<file path="config.mk">
export PLATFORM = sky130hd
export DESIGN_NAME = sensor_serial_responder
export DESIGN_NICKNAME = d
export VERILOG_FILES = /design/src/sensor_resp_pkg.sv /design/src/serial_char_tx.sv /design/src/sensor_serial_responder.sv
export SDC_FILE = /design/constraint.sdc
export NUM_CORES = 1
export LEC_CHECK = 0
export BUFFER_PORTS_ARGS = -buffer_cell sky130_fd_sc_hd__buf_2
export CORE_MARGIN = 3
export CORE_UTILIZATION = 62
export CTS_CLUSTER_DIAMETER = 60
export DETAILED_ROUTE_END_ITERATION = 12
export MAX_ROUTING_LAYER = met4
export PLACE_DENSITY = 0.81
export SYNTH_ARGS = -nofsm -noshare
export SYNTH_HDL_FRONTEND = slang
export SYNTH_HIERARCHICAL = 1
export SYNTH_SLANG_ARGS = --single-unit
</file>
<file path="constraint.sdc">
create_clock -name clk_sys_i -period 7.5 [get_ports clk_sys_i]
set_input_delay 0.375 -clock clk_sys_i [delete_from_list [all_inputs] [get_ports clk_sys_i]]
set_output_delay 0.375 -clock clk_sys_i [all_outputs]
set_load 0.1 [all_outputs]
</file>
<file path="src/sensor_resp_pkg.sv">
package sensor_resp_pkg;

	// Clock and link timing
	localparam int CLK_HZ           = 50_000_000;
	localparam int BAUD             = 1200;
	localparam int BIT_CYCLES       = CLK_HZ / BAUD;
	localparam int FRAME_BITS       = 10;
	localparam int RAISE_MS         = 50;
	localparam int RAISE_MAX_MS     = 100;
	localparam int RAISE_CYCLES     = RAISE_MS * (CLK_HZ / 1000);
	localparam int RAISE_MAX_CYCLES = RAISE_MAX_MS * (CLK_HZ / 1000);
	localparam int CNT_W            = 23;
	localparam int BIT_CNT_W        = 16;
	localparam int CMD_MAX          = 3;

	// Characters
	localparam logic [7:0] CH_TAB   = 8'h09;
	localparam logic [7:0] CH_LF    = 8'h0A;
	localparam logic [7:0] CH_CR    = 8'h0D;
	localparam logic [7:0] CH_SP    = 8'h20;
	localparam logic [7:0] CH_BANG  = 8'h21;
	localparam logic [7:0] CH_PLUS  = 8'h2B;
	localparam logic [7:0] CH_MINUS = 8'h2D;
	localparam logic [7:0] CH_DOT   = 8'h2E;
	localparam logic [7:0] CH_ZERO  = 8'h30;
	localparam logic [7:0] CH_NINE  = 8'h39;
	localparam logic [7:0] CH_WILD  = 8'h3F;
	localparam logic [7:0] CH_A     = 8'h41;
	localparam logic [7:0] CH_D     = 8'h44;
	localparam logic [7:0] CH_UP_Z  = 8'h5A;
	localparam logic [7:0] CH_LO_A  = 8'h61;
	localparam logic [7:0] CH_LO_Z  = 8'h7A;

	// Values after reset and checksum offset
	localparam logic [7:0] ADDR_RESET  = 8'h30;
	localparam logic [7:0] CSUM_OFFSET = 8'h20;

	// Response steps
	localparam logic [4:0] STEP_PREFIX    = 5'h00;
	localparam logic [4:0] STEP_CSIGN     = 5'h01;
	localparam logic [4:0] STEP_CDIG0     = 5'h02;
	localparam logic [4:0] STEP_CDIG_LAST = 5'h07;
	localparam logic [4:0] STEP_SEP       = 5'h08;
	localparam logic [4:0] STEP_TSIGN     = 5'h09;
	localparam logic [4:0] STEP_TTENS     = 5'h0A;
	localparam logic [4:0] STEP_TUNITS    = 5'h0B;
	localparam logic [4:0] STEP_DOT       = 5'h0C;
	localparam logic [4:0] STEP_TFRAC     = 5'h0D;
	localparam logic [4:0] STEP_MCR       = 5'h0E;
	localparam logic [4:0] STEP_TYPE      = 5'h0F;
	localparam logic [4:0] STEP_CSUM      = 5'h10;
	localparam logic [4:0] STEP_CR        = 5'h11;
	localparam logic [4:0] STEP_LF        = 5'h12;

	function automatic logic is_alnum(input logic [7:0] c);
		return (c >= CH_ZERO && c <= CH_NINE) || (c >= CH_A && c <= CH_UP_Z) || (c >= CH_LO_A && c <= CH_LO_Z);
	endfunction

endpackage

</file>
<file path="src/serial_char_tx.sv">
`timescale 1ns/1ps
module serial_char_tx #(
	parameter int BIT_CYCLES = sensor_resp_pkg::BIT_CYCLES
) (
	input  wire logic       clk_i,
	input  wire logic       rst_n_i,
	input  wire logic       start_i,
	input  wire logic [7:0] data_i,
	input  wire logic       sdi_mode_i,
	output logic            line_o,
	output logic            done_o
);
	localparam int W = sensor_resp_pkg::BIT_CNT_W;

	logic         busy_reg,  busy_next;
	logic         mode_reg,  mode_next;
	logic [W-1:0] cnt_reg,   cnt_next;
	logic [3:0]   bit_reg,   bit_next;
	logic [9:0]   shift_reg, shift_next;
	logic         line_reg,  line_next;
	logic         done_reg,  done_next;

	always_comb begin
		busy_next  = busy_reg;
		mode_next  = mode_reg;
		cnt_next   = cnt_reg;
		bit_next   = bit_reg;
		shift_next = shift_reg;
		line_next  = busy_reg ? line_reg : !sdi_mode_i;
		done_next  = 1'b0;
		if (!busy_reg) begin
			if (start_i) begin
				// Inverted 7E1 for the bus, plain 8N1 for the broadcast
				shift_next = sdi_mode_i ? {1'b1, ^data_i[6:0], data_i[6:0], 1'b0} : {1'b1, data_i, 1'b0};
				mode_next  = sdi_mode_i;
				busy_next  = 1'b1;
				cnt_next   = '0;
				bit_next   = '0;
				line_next  = sdi_mode_i;
			end
		end else if (cnt_reg == W'(BIT_CYCLES - 1)) begin
			cnt_next = '0;
			if (bit_reg == 4'(sensor_resp_pkg::FRAME_BITS - 1)) begin
				busy_next = 1'b0;
				done_next = 1'b1;
				line_next = !mode_reg;
			end else begin
				bit_next   = bit_reg + 4'h1;
				shift_next = {1'b0, shift_reg[9:1]};
				line_next  = shift_reg[1] ^ mode_reg;
			end
		end else begin
			cnt_next = cnt_reg + W'(1);
		end
	end

	always_ff @(posedge clk_i or negedge rst_n_i) begin
		if (!rst_n_i) begin
			busy_reg  <= 1'b0;
			mode_reg  <= 1'b0;
			cnt_reg   <= '0;
			bit_reg   <= '0;
			shift_reg <= '0;
			line_reg  <= 1'b1;
			done_reg  <= 1'b0;
		end else begin
			busy_reg  <= busy_next;
			mode_reg  <= mode_next;
			cnt_reg   <= cnt_next;
			bit_reg   <= bit_next;
			shift_reg <= shift_next;
			line_reg  <= line_next;
			done_reg  <= done_next;
		end
	end

	assign line_o = line_reg;
	assign done_o = done_reg;
endmodule // serial_char_tx

</file>
<file path="src/sensor_serial_responder.sv">
`timescale 1ns/1ps
// Functional notes
// - Data fetch replies address then signed values
// - First value is conductivity in uS/cm
// - Second value is temperature, one decimal
// - Change-address stores, echoes, then uses new
// - Wildcard accepted except for change-address
// - Factory address is zero
// - Only alphanumeric addresses accepted
// - Address query replies current address
// - At address zero, measure at power-up, then broadcast line
// - Broadcast uses 1200 baud 8N1 active-high
// - Line driven high within 100 ms
// - Line low for RAISE_CYCLES, then high until measured
// - After broadcast switch to bus mode
// - Nonzero address skips the broadcast
// - Broadcast field order tab..CR LF
// - Checksum is byte sum mod 64 plus 32
// - Bus uses 1200 baud inverted 7E1
// - Responses start with address, end CR LF
module sensor_serial_responder #(
	parameter int         BIT_CYCLES   = sensor_resp_pkg::BIT_CYCLES,
	parameter int         RAISE_CYCLES = sensor_resp_pkg::RAISE_CYCLES,
	parameter logic [7:0] TYPE_CHAR    = 8'h78 // Arbitrary sensor-type value
) (
	input  wire logic        clk_sys_i,
	input  wire logic        nrst_i,
	input  wire logic        line_i,
	input  wire logic        meas_done_i,
	input  wire logic [23:0] cond_bcd_i,
	input  wire logic [11:0] temp_bcd_i,
	input  wire logic        temp_neg_i,
	input  wire logic [7:0]  addr_nv_i,
	output logic             line_o,
	output logic             line_oe_o,
	output logic             meas_start_o,
	output logic [7:0]       addr_o
);
	localparam int CW = sensor_resp_pkg::CNT_W;
	localparam int BW = sensor_resp_pkg::BIT_CNT_W;

	typedef enum logic [2:0] {
		ST_STRAP = 3'b000,
		ST_LOW   = 3'b001,
		ST_MEAS  = 3'b010,
		ST_BCAST = 3'b011,
		ST_IDLE  = 3'b100,
		ST_REPLY = 3'b101
	} state_e;

	logic rst_meta_reg, rst_n;

	always_ff @(posedge clk_sys_i or negedge nrst_i) begin
		if (!nrst_i) begin
			rst_meta_reg <= 1'b0;
			rst_n        <= 1'b0;
		end else begin
			rst_meta_reg <= 1'b1;
			rst_n        <= rst_meta_reg;
		end
	end

	state_e        state_reg, state_next;
	logic [CW-1:0] cnt_reg, cnt_next;
	logic [7:0]    addr_reg, addr_next;
	logic          meas_start_reg, meas_start_next;
	logic          meas_got_reg, meas_got_next;
	logic [23:0]   cond_reg, cond_next;
	logic [11:0]   temp_reg, temp_next;
	logic          neg_reg, neg_next;
	logic [4:0]    step_reg, step_next;
	logic          wait_reg, wait_next;
	logic          short_reg, short_next;
	logic          nz_reg, nz_next;
	logic [5:0]    sum_reg, sum_next;
	logic          tx_go_reg, tx_go_next;
	logic [7:0]    tx_data_reg, tx_data_next;
	logic          line_reg, line_next;
	logic          oe_reg, oe_next;
	logic [7:0]    cmd_reg [sensor_resp_pkg::CMD_MAX];
	logic [7:0]    cmd_next [sensor_resp_pkg::CMD_MAX];
	logic [1:0]    cmd_len_reg, cmd_len_next;
	logic          over_reg, over_next;

	logic          sync1_reg, sync2_reg, sync3_reg, stable_reg, stable_next;
	logic          rx_busy_reg, rx_busy_next;
	logic [BW-1:0] rx_cnt_reg, rx_cnt_next;
	logic [3:0]    rx_bit_reg, rx_bit_next;
	logic [7:0]    rx_sh_reg, rx_sh_next;
	logic          rx_valid_reg, rx_valid_next;
	logic [7:0]    rx_char_reg, rx_char_next;

	logic          tx_line, tx_done, bcast, ch_skip, is_cdig, tx_sdi;
	logic [7:0]    ch;
	logic [3:0]    cdig;
	logic [2:0]    idx;

	serial_char_tx #(
		.BIT_CYCLES (BIT_CYCLES)
	) u_tx (
		.clk_i      (clk_sys_i),
		.rst_n_i    (rst_n),
		.start_i    (tx_go_reg),
		.data_i     (tx_data_reg),
		.sdi_mode_i (tx_sdi),
		.line_o     (tx_line),
		.done_o     (tx_done)
	);

	// Bus receiver: inverted levels, mid-bit sampling, even parity checked
	always_comb begin
		stable_next   = (sync2_reg == sync3_reg) ? sync3_reg : stable_reg;
		rx_busy_next  = rx_busy_reg;
		rx_cnt_next   = rx_cnt_reg;
		rx_bit_next   = rx_bit_reg;
		rx_sh_next    = rx_sh_reg;
		rx_valid_next = 1'b0;
		rx_char_next  = rx_char_reg;
		if (!rx_busy_reg) begin
			if (state_reg == ST_IDLE && stable_reg) begin
				rx_busy_next = 1'b1;
				rx_cnt_next  = BW'(BIT_CYCLES / 2);
				rx_bit_next  = '0;
			end
		end else if (rx_cnt_reg == BW'(BIT_CYCLES - 1)) begin
			rx_cnt_next = '0;
			rx_bit_next = rx_bit_reg + 4'h1;
			if (rx_bit_reg == 4'h0) begin
				rx_busy_next = stable_reg;
			end else if (rx_bit_reg < 4'(sensor_resp_pkg::FRAME_BITS - 1)) begin
				rx_sh_next = {!stable_reg, rx_sh_reg[7:1]};
			end else begin
				rx_busy_next = 1'b0;
				if (!stable_reg && !(^rx_sh_reg)) begin
					rx_valid_next = 1'b1;
					rx_char_next  = {1'b0, rx_sh_reg[6:0]};
				end
			end
		end else begin
			rx_cnt_next = rx_cnt_reg + BW'(1);
		end
	end

	always_ff @(posedge clk_sys_i or negedge rst_n) begin
		if (!rst_n) begin
			sync1_reg    <= 1'b0;
			sync2_reg    <= 1'b0;
			sync3_reg    <= 1'b0;
			stable_reg   <= 1'b0;
			rx_busy_reg  <= 1'b0;
			rx_cnt_reg   <= '0;
			rx_bit_reg   <= '0;
			rx_sh_reg    <= '0;
			rx_valid_reg <= 1'b0;
			rx_char_reg  <= '0;
		end else begin
			sync1_reg    <= line_i;
			sync2_reg    <= sync1_reg;
			sync3_reg    <= sync2_reg;
			stable_reg   <= stable_next;
			rx_busy_reg  <= rx_busy_next;
			rx_cnt_reg   <= rx_cnt_next;
			rx_bit_reg   <= rx_bit_next;
			rx_sh_reg    <= rx_sh_next;
			rx_valid_reg <= rx_valid_next;
			rx_char_reg  <= rx_char_next;
		end
	end

	// Character for the current response step; leading zeros are suppressed
	always_comb begin
		bcast   = (state_reg == ST_BCAST);
		// Transmitter idles high from the raise on, so no false edge precedes the first start bit
		tx_sdi  = !(state_reg inside {ST_LOW, ST_MEAS, ST_BCAST});
		idx     = 3'(sensor_resp_pkg::STEP_CDIG_LAST - step_reg);
		cdig    = 4'(cond_reg >> {idx, 2'b00});
		is_cdig = step_reg >= sensor_resp_pkg::STEP_CDIG0 && step_reg <= sensor_resp_pkg::STEP_CDIG_LAST;
		ch      = sensor_resp_pkg::CH_LF;
		ch_skip = 1'b0;
		if (is_cdig) begin
			ch      = sensor_resp_pkg::CH_ZERO | {4'h0, cdig};
			ch_skip = cdig == 4'h0 && !nz_reg && step_reg != sensor_resp_pkg::STEP_CDIG_LAST;
		end else begin
			case (step_reg)
				sensor_resp_pkg::STEP_PREFIX: ch = bcast ? sensor_resp_pkg::CH_TAB : addr_reg;
				sensor_resp_pkg::STEP_CSIGN: begin
					ch      = sensor_resp_pkg::CH_PLUS;
					ch_skip = bcast;
				end
				sensor_resp_pkg::STEP_SEP: begin
					ch = bcast ? sensor_resp_pkg::CH_SP
					   : (neg_reg ? sensor_resp_pkg::CH_MINUS : sensor_resp_pkg::CH_PLUS);
				end
				sensor_resp_pkg::STEP_TSIGN: begin
					ch      = sensor_resp_pkg::CH_MINUS;
					ch_skip = !bcast || !neg_reg;
				end
				sensor_resp_pkg::STEP_TTENS: begin
					ch      = sensor_resp_pkg::CH_ZERO | {4'h0, temp_reg[11:8]};
					ch_skip = temp_reg[11:8] == 4'h0;
				end
				sensor_resp_pkg::STEP_TUNITS: ch = sensor_resp_pkg::CH_ZERO | {4'h0, temp_reg[7:4]};
				sensor_resp_pkg::STEP_DOT:    ch = sensor_resp_pkg::CH_DOT;
				sensor_resp_pkg::STEP_TFRAC:  ch = sensor_resp_pkg::CH_ZERO | {4'h0, temp_reg[3:0]};
				sensor_resp_pkg::STEP_MCR: begin
					ch      = sensor_resp_pkg::CH_CR;
					ch_skip = !bcast;
				end
				sensor_resp_pkg::STEP_TYPE: begin
					ch      = TYPE_CHAR;
					ch_skip = !bcast;
				end
				sensor_resp_pkg::STEP_CSUM: begin
					ch      = sensor_resp_pkg::CSUM_OFFSET + {2'b00, sum_reg};
					ch_skip = !bcast;
				end
				sensor_resp_pkg::STEP_CR: ch = sensor_resp_pkg::CH_CR;
				default: ch = sensor_resp_pkg::CH_LF;
			endcase
		end
	end

	always_comb begin
		state_next      = state_reg;
		cnt_next        = cnt_reg;
		addr_next       = addr_reg;
		meas_start_next = 1'b0;
		meas_got_next   = meas_got_reg | meas_done_i;
		cond_next       = cond_reg;
		temp_next       = temp_reg;
		neg_next        = neg_reg;
		step_next       = step_reg;
		wait_next       = wait_reg;
		short_next      = short_reg;
		nz_next         = nz_reg;
		sum_next        = sum_reg;
		tx_go_next      = 1'b0;
		tx_data_next    = tx_data_reg;
		line_next       = line_reg;
		oe_next         = oe_reg;
		cmd_next        = cmd_reg;
		cmd_len_next    = cmd_len_reg;
		over_next       = over_reg;
		case (state_reg)
			ST_STRAP: begin
				addr_next = sensor_resp_pkg::is_alnum(addr_nv_i) ? addr_nv_i : sensor_resp_pkg::ADDR_RESET;
				if (addr_next != sensor_resp_pkg::ADDR_RESET) begin
					state_next = ST_IDLE;
				end else begin
					state_next      = ST_LOW;
					meas_start_next = 1'b1;
					meas_got_next   = 1'b0;
					cnt_next        = '0;
					oe_next         = 1'b1;
					line_next       = 1'b0;
				end
			end
			ST_LOW: begin
				if (cnt_reg == CW'(RAISE_CYCLES - 1)) begin
					state_next = ST_MEAS;
					line_next  = 1'b1;
				end else begin
					cnt_next = cnt_reg + CW'(1);
				end
			end
			ST_MEAS: begin
				if (meas_got_reg) begin
					state_next = ST_BCAST;
					short_next = 1'b0;
					step_next  = sensor_resp_pkg::STEP_PREFIX;
					wait_next  = 1'b0;
					nz_next    = 1'b0;
					sum_next   = '0;
					cond_next  = cond_bcd_i;
					temp_next  = temp_bcd_i;
					neg_next   = temp_neg_i;
				end
			end
			ST_BCAST, ST_REPLY: begin
				line_next = tx_line;
				if (!wait_reg) begin
					if (ch_skip) begin
						step_next = step_reg + 5'h01;
					end else begin
						tx_go_next   = 1'b1;
						tx_data_next = ch;
						wait_next    = 1'b1;
						nz_next      = nz_reg | (is_cdig && ch != sensor_resp_pkg::CH_ZERO);
						if (step_reg < sensor_resp_pkg::STEP_CSUM) begin
							sum_next = sum_reg + ch[5:0];
						end
					end
				end else if (tx_done) begin
					wait_next = 1'b0;
					if (step_reg == sensor_resp_pkg::STEP_LF) begin
						state_next = ST_IDLE;
						oe_next    = 1'b0;
					end else if (short_reg && step_reg == sensor_resp_pkg::STEP_PREFIX) begin
						step_next = sensor_resp_pkg::STEP_CR;
					end else begin
						step_next = step_reg + 5'h01;
					end
				end
			end
			default: begin
				oe_next = 1'b0;
				line_next = 1'b0; // Mark level, so a reply opens without a spurious start bit
				if (rx_valid_reg) begin
					if (rx_char_reg == sensor_resp_pkg::CH_BANG) begin
						cmd_len_next = '0;
						over_next    = 1'b0;
						short_next   = 1'b1;
						step_next    = sensor_resp_pkg::STEP_PREFIX;
						wait_next    = 1'b0;
						nz_next      = 1'b0;
						cond_next    = cond_bcd_i;
						temp_next    = temp_bcd_i;
						neg_next     = temp_neg_i;
						if (over_reg) begin
							state_next = ST_IDLE;
						end else if (cmd_len_reg == 2'd1 && (cmd_reg[0] == addr_reg ||
								cmd_reg[0] == sensor_resp_pkg::CH_WILD)) begin
							state_next = ST_REPLY;
						end else if (cmd_len_reg == 2'd3 && cmd_reg[1] == sensor_resp_pkg::CH_D &&
								cmd_reg[2] == sensor_resp_pkg::CH_ZERO && (cmd_reg[0] == addr_reg ||
								cmd_reg[0] == sensor_resp_pkg::CH_WILD)) begin
							state_next = ST_REPLY;
							short_next = 1'b0;
						end else if (cmd_len_reg == 2'd3 && cmd_reg[1] == sensor_resp_pkg::CH_A &&
								cmd_reg[0] == addr_reg && sensor_resp_pkg::is_alnum(cmd_reg[2])) begin
							state_next = ST_REPLY;
							addr_next  = cmd_reg[2];
						end
					end else if (cmd_len_reg == 2'(sensor_resp_pkg::CMD_MAX)) begin
						over_next = 1'b1;
					end else begin
						cmd_next[cmd_len_reg] = rx_char_reg;
						cmd_len_next          = cmd_len_reg + 2'd1;
					end
				end
				if (state_next == ST_REPLY) begin
					oe_next = 1'b1;
				end
			end
		endcase
	end

	always_ff @(posedge clk_sys_i or negedge rst_n) begin
		if (!rst_n) begin
			state_reg      <= ST_STRAP;
			cnt_reg        <= '0;
			addr_reg       <= sensor_resp_pkg::ADDR_RESET;
			meas_start_reg <= 1'b0;
			meas_got_reg   <= 1'b0;
			cond_reg       <= '0;
			temp_reg       <= '0;
			neg_reg        <= 1'b0;
			step_reg       <= '0;
			wait_reg       <= 1'b0;
			short_reg      <= 1'b0;
			nz_reg         <= 1'b0;
			sum_reg        <= '0;
			tx_go_reg      <= 1'b0;
			tx_data_reg    <= '0;
			line_reg       <= 1'b0;
			oe_reg         <= 1'b0;
			cmd_reg        <= '{default: '0};
			cmd_len_reg    <= '0;
			over_reg       <= 1'b0;
		end else begin
			state_reg      <= state_next;
			cnt_reg        <= cnt_next;
			addr_reg       <= addr_next;
			meas_start_reg <= meas_start_next;
			meas_got_reg   <= meas_got_next;
			cond_reg       <= cond_next;
			temp_reg       <= temp_next;
			neg_reg        <= neg_next;
			step_reg       <= step_next;
			wait_reg       <= wait_next;
			short_reg      <= short_next;
			nz_reg         <= nz_next;
			sum_reg        <= sum_next;
			tx_go_reg      <= tx_go_next;
			tx_data_reg    <= tx_data_next;
			line_reg       <= line_next;
			oe_reg         <= oe_next;
			cmd_reg        <= cmd_next;
			cmd_len_reg    <= cmd_len_next;
			over_reg       <= over_next;
		end
	end

	assign line_o       = line_reg;
	assign line_oe_o    = oe_reg;
	assign meas_start_o = meas_start_reg;
	assign addr_o       = addr_reg;

	logic seq_pick, bang_ok;
	assign seq_pick = !wait_reg && !ch_skip && (state_reg == ST_BCAST || state_reg == ST_REPLY);
	assign bang_ok  = state_reg == ST_IDLE && rx_valid_reg && rx_char_reg == sensor_resp_pkg::CH_BANG && !over_reg;
endmodule // sensor_serial_responder

</file>
; ---- Word level (Yosys, flattened, before mapping)
; Cells that the tools add are included.
[word_totals]
regBits = 202
input_bits = 49
out_inout_bits = 11
elab_cells = 358
[classes]
add_sub_neg = 10
magnitude_cmp = 18
eq_ne = 54
shifts = 1
n_mux = 136
bitwise_logic = 17
reduce_logical = 81
[op_table]
columns = operator, n
row1 = $mux W16, 6
row2 = $pmux W8 S11, 1
row3 = $mux W8, 10
row4 = $mux W24, 3
row5 = $mux W1, 54
row6 = $pmux W24 S2, 1
row7 = $mux W23, 2
row8 = $pmux W23 S2, 1
row9 = $mux W3, 14
row10 = $eq A5 B4 Y1 const B, 8
row11 = $mux W10, 4
row12 = $mux W5, 8
row13 = $mux W12, 3
row14 = $add A16 B1 Y16 const B, 2
row15 = $eq A16 B16 Y1 const B, 2
row16 = $ge A8 B7 Y1 const B, 4
row17 = $le A8 B7 Y1 const B, 4
row18 = $mux W4, 8
row19 = $bwmux W24, 1
row20 = $mux W6, 4
row21 = $pmux W12 S2, 1
row22 = $shr A24 B5 Y4, 1
row23 = $add A23 B1 Y23 const B, 1
row24 = $eq A23 B22 Y1 const B, 1
row25 = other kinds (67), 173

; ---- Longest topological paths before layout
; Gate-level depths: netlist of the first run.
[logic_depth]
depth_word = 15
depth_mapped = 17

; ---- By module
; The synthesis of the first run kept the hierarchy.
[modules_own_cells]
columns = module, n_inst, cells_per_inst, area_each_um2, seq_area_each_um2
row1 = sensor_serial_responder, 1, 837, 8822.2, 4131.5
row2 = serial_char_tx, 1, 186, 1760.4, 827.0

; ---- Worst setup path before layout of the first run
; No wires, ideal clock.
[synth_timing]
path_type = register to register
start = reg step_reg[1]
end = reg sum_reg[4]
setup_ps = 125
arrival_ps = 3025
required_ps = 7375
path_slack_ps = 4351
stages_incl_launch_ff = 18
path_buffers = 2
period_less_slack_ps = 3149
cell_sequence = dfrtp_1 buf_6 inv_1 ha_1 clkbuf_1 nand2b_1 a2111oi_0 nor4_1 a21oi_1 ha_1 inv_1 fa_1 inv_1 a21o_1 a21oi_1 xor2_1 nor2_1 mux2_2
[synth_via]
elab_chain_cells = 9
word_cells_on_any_way = 36
cone_classes = add/sub (2) / order compare (3) / eq/ne (14) / shift (1) / mux (8) / reduce/logical (8)
[synth_rtl]
columns = element, line
row1 = from (decl), sensor_serial_responder.sv:71  ; logic [4:0] step_reg, step_next;
row2 = from (signal assigned), sensor_serial_responder.sv:379  ; step_reg <= step_next;
row3 = branches (longest 3 deep; another with $sub A3 B3 Y3), n/a
row4 = $mux W8 (*), sensor_serial_responder.sv:180  ; if (is_cdig) begin
row5 = named net ch[0], sensor_serial_responder.sv:94  ; logic [7:0] ch;
row6 = $add A6 B6 Y6 (*), sensor_serial_responder.sv:290  ; sum_next = sum_reg + ch[5:0];
row7 = $mux W6 (*), sensor_serial_responder.sv:289  ; if (step_reg < sensor_resp_pkg::STEP_CSUM) begin
row8 = $mux W6 (*), sensor_serial_responder.sv:282  ; if (ch_skip) begin
row9 = $mux W6 (*), sensor_serial_responder.sv:281  ; if (!wait_reg) begin
row10 = $pmux W6 S2 (*), sensor_serial_responder.sv:244  ; case (state_reg)
row11 = to (signal assigned), sensor_serial_responder.sv:383  ; sum_reg <= sum_next;
row12 = to (decl), sensor_serial_responder.sv:75  ; logic [5:0] sum_reg, sum_next;
; Mark *: on every way through the listed nets, which the timed path passes. The select of a mux whose other input is x is not followed.
; A chain may end at the register's enable or synchronous reset.

; ---- Worst setup path after layout of the first run
[layout_timing]
start = reg step_reg[1]
end = reg sum_reg[5]
; The elaborated chain is that of the path after synthesis.

==> impl_metrics.tcl, run 1 <==
set metrics [dict create \
    result_of_the_run "completed" \
    clock_tree.root_cell "sky130_fd_sc_hd__clkbuf_16" \
    grt_antenna_before_repair 0 \
    detailroute.via_count 8029 \
    postSynthAreaPerCell_um2 10.34 \
    router_iterations_before_antenna_repair 6 \
    utilization_pct 69.69 \
    synthesis.area_um2 10580 \
    ant_diodes 0 \
    core_area_um2 16640 \
    setup_tns_ns 0 \
    timing.max_cap.violations 0 \
    setup_viol 0 \
    cellPowerDensity_nw_per_um2 176.4 \
    syn_to_final_growth_pct 9.589 \
    cp_data_required_time_ns 7.83 \
    worst_slack_at_placement_ns 3.691 \
    power.total_mw 2.046 \
    critPathCaptureType "flip-flop" \
    postSynthCellCount 1023 \
    post_synth_num_cell_types 90 \
    clock_tree_from_tritoncts "built" \
    grt_use_total_pct 26.41 \
    synth_edf_count 0 \
    hold_viol 0 \
    port-buffer-count 59 \
    final_nets 1137 \
    ratio_of_cells_with_drive_above_1_in_the_final_layout_pct 19.96 \
    totalWireLength_um 22970 \
    gp_congestion 0.9236 \
    total_global_routing_overflow 0 \
    cp-start-kind "flip-flop" \
    design.portCount 60 \
    drcViolationCount 0 \
    worstSkewPairLatency_ns 0.45 \
    fmax_mhz 259.7 \
    cts_inserted_buffers 17 \
    p_leak_nw 5.347 \
    post-route-period-util_pct 51.35 \
    number_of_global_route_vias_before_repair 7764 \
    dpl.hpwl_um 15790 \
    top_ff_cell_synth "sky130_fd_sc_hd__dfrtp_1" \
    timing.critical_path.arrival_ns 4.18 \
    mapped_nets 1096 \
    worst_hold_slack_ns 0.03204 \
    grt_start_max_net_pins 197 \
    ir_drop_mv 0.1878 \
    fin_ws_ns 3.649 \
    numClockSinks 198 \
    worstPathMaxFanout 15 \
    vias_per_cell 6.190 \
    die-height_um 136.6 \
    rsz0062_at_grt "false" \
    number_of_instances_resized_during_post_cts_repair 0 \
    grt_first_pass_wirelength_um 38230 \
    die_width_um 136.6 \
    initial_core_util_pct 63.59 \
    rows 47 \
    timing.final.crit_period_ns 3.851 \
    worst_slew_margin_rel_pct 23.07 \
    ctsLongestPathBuffers 2 \
    synthesis_warnings 6 \
    largest_register_ffs 24 \
    ant_nets 0 \
    worst_clock_skew_ns 0.01038 \
    avgRoutedWirePerCell_um 17.71 \
    drt_iter0_markers 617 \
    fraction_of_synthesis_flops_using_an_asynchronous_set_or_reset_pin_pct 100.0 \
    criticalPathCategory "flip-flop to flip-flop" \
    full_die_area_um2 18670 \
    worst_pin_slew_ns 1.150 \
    synth-seq-cells 198 \
    timing.hold.worst.class "input port to flip-flop" \
    h-tree-depth 4 \
    cts.clk_slew.worst_paths_ns 0.08 \
    synth_sequential_area_ratio_pct 46.86 \
    drv_slew 0 \
]
[through the flow]
step | cell area, um^2 | std cells
4_1_cts | 11600 | 1297
3_5_place_dp | 10990 | 1264
2_1_floorplan | 10580 | 1023
3_3_place_gp | 10990 | 1264
5_1_grt | 11600 | 1297
6_report | 11600 | 1297
[kinds of logic after synthesis]
family / Yosys count / synth area share, %
buf+inv: 82 / 3.405
other cells: 1 / 0.03544
fa+ha+maj: 25 / 3.003
xor+xnor: 54 / 4.469
mux: 113 / 11.85
simple gates: 338 / 16.73
flops: 198 / 46.86
compound gates: 212 / 13.66
[cells in the mapped netlist, types with 6 or more instances]
cell type / n / area (um^2)
sky130_fd_sc_hd__nor2b_1: 9 / 56.30
sky130_fd_sc_hd__nand2b_1: 8 / 50.05
sky130_fd_sc_hd__nand3_1: 35 / 175.2
sky130_fd_sc_hd__nor3_1: 26 / 130.1
sky130_fd_sc_hd__o22ai_1: 8 / 50.05
sky130_fd_sc_hd__o21ai_0: 71 / 355.3
sky130_fd_sc_hd__mux2_2: 89 / 1002
sky130_fd_sc_hd__buf_2: 14 / 70.07
sky130_fd_sc_hd__o31ai_1: 10 / 75.07
sky130_fd_sc_hd__clkbuf_1: 17 / 63.81
sky130_fd_sc_hd__and2_1: 9 / 56.30
sky130_fd_sc_hd__a31oi_1: 12 / 75.07
sky130_fd_sc_hd__nand4_1: 15 / 93.84
sky130_fd_sc_hd__xor2_1: 27 / 236.5
sky130_fd_sc_hd__a21oi_1: 36 / 180.2
sky130_fd_sc_hd__nor2_1: 80 / 300.3
sky130_fd_sc_hd__a22oi_1: 7 / 52.55
sky130_fd_sc_hd__nand3b_1: 6 / 45.04
sky130_fd_sc_hd__mux2i_1: 21 / 210.2
sky130_fd_sc_hd__dfrtp_1: 195 / 4880
sky130_fd_sc_hd__ha_1: 23 / 287.8
sky130_fd_sc_hd__or3_1: 7 / 43.79
sky130_fd_sc_hd__nor4b_1: 8 / 70.07
sky130_fd_sc_hd__nor4_1: 11 / 68.82
sky130_fd_sc_hd__inv_1: 39 / 146.4
sky130_fd_sc_hd__and3_1: 14 / 87.58
sky130_fd_sc_hd__a21o_1: 7 / 52.55
sky130_fd_sc_hd__nand2_1: 78 / 292.8
sky130_fd_sc_hd__a211oi_1: 7 / 52.55
sky130_fd_sc_hd__xnor2_1: 27 / 236.5
[path summary, 6_finish.rpt]
kind | from | endpoint | slack, ns | cells after the start
max | step_reg[1] | sum_reg[5] | 3.65 | 15
min | line_i | sync1_reg | 0.03 | 1
max reg2reg | step_reg[1] | sum_reg[5] | 3.65 | 15
min reg2reg | rst_meta_reg | rst_n | 0.37 | 0
max in group asynchronous | rst_n | state_reg[2] | 6.13 | 1
min in group asynchronous | nrst_i | rst_n | 0.25 | 2
[where the power goes]
group	total (mW)	leakage [nW]	internal, mW	switching (mW)
registers	1.07	2.50	1.07	0.00464
logic	0.0524	2.56	0.0146	0.0378
clock network	0.919	0.290	0.453	0.466
total	2.05	5.35	1.54	0.508
[routing by layer]
metal	GRT usage (%)	part of all wire, %	up-vias
met3	4.118	4.3	35
met4	9.015	1.8	0
met1	34.99	46	3989
met5	-	0	-
met2	41.87	48	209
li1	-	-	3796
[final cells by class]
cell class	instances	area (um^2)
clock inverters	15	172.7
well taps	220	275.3
inverters	40	150.1
clock buffers	17	425.4
flip-flops and latches	198	4962
repair buffers	64	347.8
fillers	1230	5045
multi-input cells	743	5264
[cells in the final DEF (no fill, tap or decap), types with 5 or more instances in the layout]
master and instances:
sky130_fd_sc_hd__and2_1 9, sky130_fd_sc_hd__a21o_1 7, sky130_fd_sc_hd__mux2i_1 21, sky130_fd_sc_hd__and3_1 14, sky130_fd_sc_hd__nor4_1 11, sky130_fd_sc_hd__nand3b_1 6
sky130_fd_sc_hd__inv_1 39, sky130_fd_sc_hd__nand3_1 35, sky130_fd_sc_hd__nor3_1 26, sky130_fd_sc_hd__nor2b_1 9, sky130_fd_sc_hd__nand4_1 15, sky130_fd_sc_hd__o31ai_1 10
sky130_fd_sc_hd__a31oi_1 12, sky130_fd_sc_hd__a22oi_1 7, sky130_fd_sc_hd__nor4b_1 8, sky130_fd_sc_hd__dfrtp_1 194, sky130_fd_sc_hd__mux2_2 89, sky130_fd_sc_hd__xor2_1 27
sky130_fd_sc_hd__o21ai_0 71, sky130_fd_sc_hd__nand2_1 78, sky130_fd_sc_hd__a22o_1 5, sky130_fd_sc_hd__a211oi_1 7, sky130_fd_sc_hd__ha_1 23, sky130_fd_sc_hd__inv_8 5
sky130_fd_sc_hd__xnor2_1 27, sky130_fd_sc_hd__o211ai_1 5, sky130_fd_sc_hd__o22ai_1 8, sky130_fd_sc_hd__clkbuf_16 17, sky130_fd_sc_hd__nor2_1 80, sky130_fd_sc_hd__a21oi_1 36
sky130_fd_sc_hd__nand2b_1 8, sky130_fd_sc_hd__or3_1 7, sky130_fd_sc_hd__buf_2 59
[worst max-delay path, stage by stage (launching register included)]
cell and delay [ns]:
sky130_fd_sc_hd__dfrtp_1 0.78, sky130_fd_sc_hd__inv_1 0.25, sky130_fd_sc_hd__ha_1 0.42, sky130_fd_sc_hd__a21o_1 0.24, sky130_fd_sc_hd__nand3_1 0.07, sky130_fd_sc_hd__a21oi_1 0.08
sky130_fd_sc_hd__a221oi_1 0.30, sky130_fd_sc_hd__a31oi_1 0.20, sky130_fd_sc_hd__ha_1 0.32, sky130_fd_sc_hd__a21o_1 0.18, sky130_fd_sc_hd__a21oi_1 0.22, sky130_fd_sc_hd__o21bai_1 0.09
sky130_fd_sc_hd__a21oi_1 0.18, sky130_fd_sc_hd__xor2_1 0.21, sky130_fd_sc_hd__nor3_1 0.07, sky130_fd_sc_hd__o2bb2ai_1 0.13
[what timing repair did]
item                       CTS  global route
hold endpoints to repair     2             0
hold buffers                 1             0
setup buffers                0             0
setup endpoints to repair    0             0
Power figures use the tool's default switching activity.
==> run 2: changes to the inputs <==
clock period = 3.8 ns   (was 7.5 ns; I/O delays follow)
==> run 2 against run 1 <==
Net effect: non-clock buffer count grew 47; sequential power grew 100%; register-to-register slack worse by 3.4 ns; die area unchanged; power is 100% higher; hold slack improved by 0.061 ns; clock-buffer cell count did not move; critical path type unchanged; highest routed layer unchanged.
==> impl_metrics.tcl, run 2 (synthesis results as in run 1) <==
set metrics [dict create \
    ir_drop_mv 0.3237 \
    fmax_mhz 282.3 \
    placed_cell_count 1272 \
    syn_to_final_growth_pct 14.05 \
    totalWireLength_um 23900 \
    timing.hold.worst.class "input port to async pin" \
    final_common_cell "sky130_fd_sc_hd__dfrtp_1" \
    drcViolationCount 0 \
    largest_register_ffs 24 \
    rr_startpoint "step_reg[0]" \
    setup_tns_ns 0 \
    drv_slew 0 \
    criticalPathCategory "flip-flop to flip-flop" \
    result_of_the_run "completed" \
    worst_clock_skew_ns 0.01050 \
    grt_use_total_pct 27.66 \
    cts_setup_buffers 0 \
    number_of_global_route_vias_before_repair 8206 \
    dpl.hpwl_um 16240 \
    rsz0062_at_grt "false" \
    total_global_routing_overflow 0 \
    grt_start_max_net_pins 74 \
    timing.final.crit_period_ns 3.542 \
    initial_core_util_pct 63.59 \
    timing.critical_path.slowest_cell_delay_ns 0.50 \
    h-tree-depth 4 \
    timing.critical_path.cells "inv_1, ha_1, a22oi_1, o32ai_1, a221oi_1, a31oi_1, ha_1, a21o_1, a21oi_1, o21bai_1, a21oi_1, xor2_1, nor3_1, o2bb2ai_1" \
    post-route-period-util_pct 93.22 \
    hold_viol 0 \
    worst_pin_slew_ns 1.186 \
    clock_tree_from_tritoncts "built" \
    cts.clk_slew.worst_paths_ns 0.08 \
    die-height_um 136.6 \
    rows 47 \
    worstSkewPairLatency_ns 0.43 \
    crit_slowest_cell "sky130_fd_sc_hd__dfrtp_2" \
    drt_iter0_markers 516 \
    cts_inserted_buffers 17 \
    final_nets 1184 \
    timing.critical_path.arrival_ns 3.86 \
    core_area_um2 16640 \
    p_leak_nw 5.562 \
    utilization_pct 72.52 \
    worst_slew_margin_rel_pct 20.73 \
    clock_tree.root_cell "sky130_fd_sc_hd__clkbuf_16" \
    power.total_mw 4.108 \
    cellPowerDensity_nw_per_um2 340.4 \
    cp_data_required_time_ns 4.12 \
    design.portCount 60 \
    ant_nets 0 \
    setup.worst_path.start "step_reg[0]" \
    numClockSinks 198 \
    detailroute.via_count 8152 \
    timing.max_cap.violations 0 \
    gp_congestion 0.9155 \
    layout.cells.non_filler 1344 \
    ant_diodes 0 \
    vias_per_cell 6.065 \
    grt_antenna_before_repair 0 \
    ratio_of_cells_with_drive_above_1_in_the_final_layout_pct 19.93 \
    grt_first_pass_wirelength_um 40390 \
    port-buffer-count 59 \
    avgRoutedWirePerCell_um 17.78 \
    full_die_area_um2 18670 \
    router_iterations_before_antenna_repair 5 \
    cp-start-kind "flip-flop" \
    worst_hold_slack_ns 0.09313 \
    setup_viol 0 \
    critPathCaptureType "flip-flop" \
    worstPathMaxFanout 10 \
    die_width_um 136.6 \
    layout.cells.most_common_list "193 x sky130_fd_sc_hd__dfrtp_1, 89 x sky130_fd_sc_hd__mux2_2, 80 x sky130_fd_sc_hd__nor2_1" \
    ctsLongestPathBuffers 2 \
]
[run 2: area by class of cell]
cell class / instances / area (um^2)
tap: 220 / 275.3
fill: 1185 / 4573
sequential: 198 / 4964
clock buffer: 17 / 425.4
inverter: 40 / 150.1
timing repair buffer: 111 / 810.8
multi-input combinational: 743 / 5264
clock inverter: 15 / 180.2
[run 2: layer usage]
layer  vias up  share of wire, %  track usage [%]
met1      3972                44            36.23
met2       246                49            43.84
li1       3877                 -                -
met5         -                 0                -
met3        57               4.9            4.779
met4         0               2.6            9.798
[run 2: repair_timing]
| action | 4_1_cts | 5_1_grt |
|---|---|---|
| resized for setup | 0 | 1 |
| hold buffers | 40 | 0 |
| endpoints found under the hold margin | 41 | 0 |
| setup endpoints to repair | 0 | 2 |
[run 2: per-stage QoR]
| stage | setup slack [ns] | instance area (um^2) |
|---|---|---|
| 3_3_place_gp | 0.3895 | 11060 |
| 2_1_floorplan | 0.5400 | 10580 |
| 4_1_cts | 0.2406 | 12070 |
| 5_1_grt | 0.06114 | 12070 |
| 3_5_place_dp | 0.2541 | 11060 |
| 6_report | 0.2577 | 12070 |
[run 2: power breakdown]
group	internal (mW)	total, mW	switching (mW)
Combinational	0.0577	0.125	0.0671
Sequential	2.11	2.14	0.0243
Clock	0.999	1.85	0.847
Total	3.17	4.11	0.939
[run 2: final timing paths]
| check | slack [ns] | depth (start not counted) | to |
|---|---|---|---|
| max in group asynchronous | 2.26 | 1 | cnt_reg[18] |
| max reg2reg | 0.26 | 14 | sum_reg[5] |
| min in group clk_sys_i | 0.16 | 3 | addr_o[3] |
| max | 0.26 | 14 | sum_reg[5] |
| min reg2reg | 0.36 | 0 | sync2_reg |
| min | 0.09 | 2 | rst_n |
[run 2: worst max-delay path, delay by kind of cell (launching register included)]
kind	cells	cell delay, ns
AND/OR/NAND/NOR	1	0.07
AO/OA/AOI/OAI	9	1.86
XOR/XNOR	1	0.21
flip-flops	1	0.50
adder cells (fa/ha/maj)	2	0.67
buffers and inverters	1	0.12
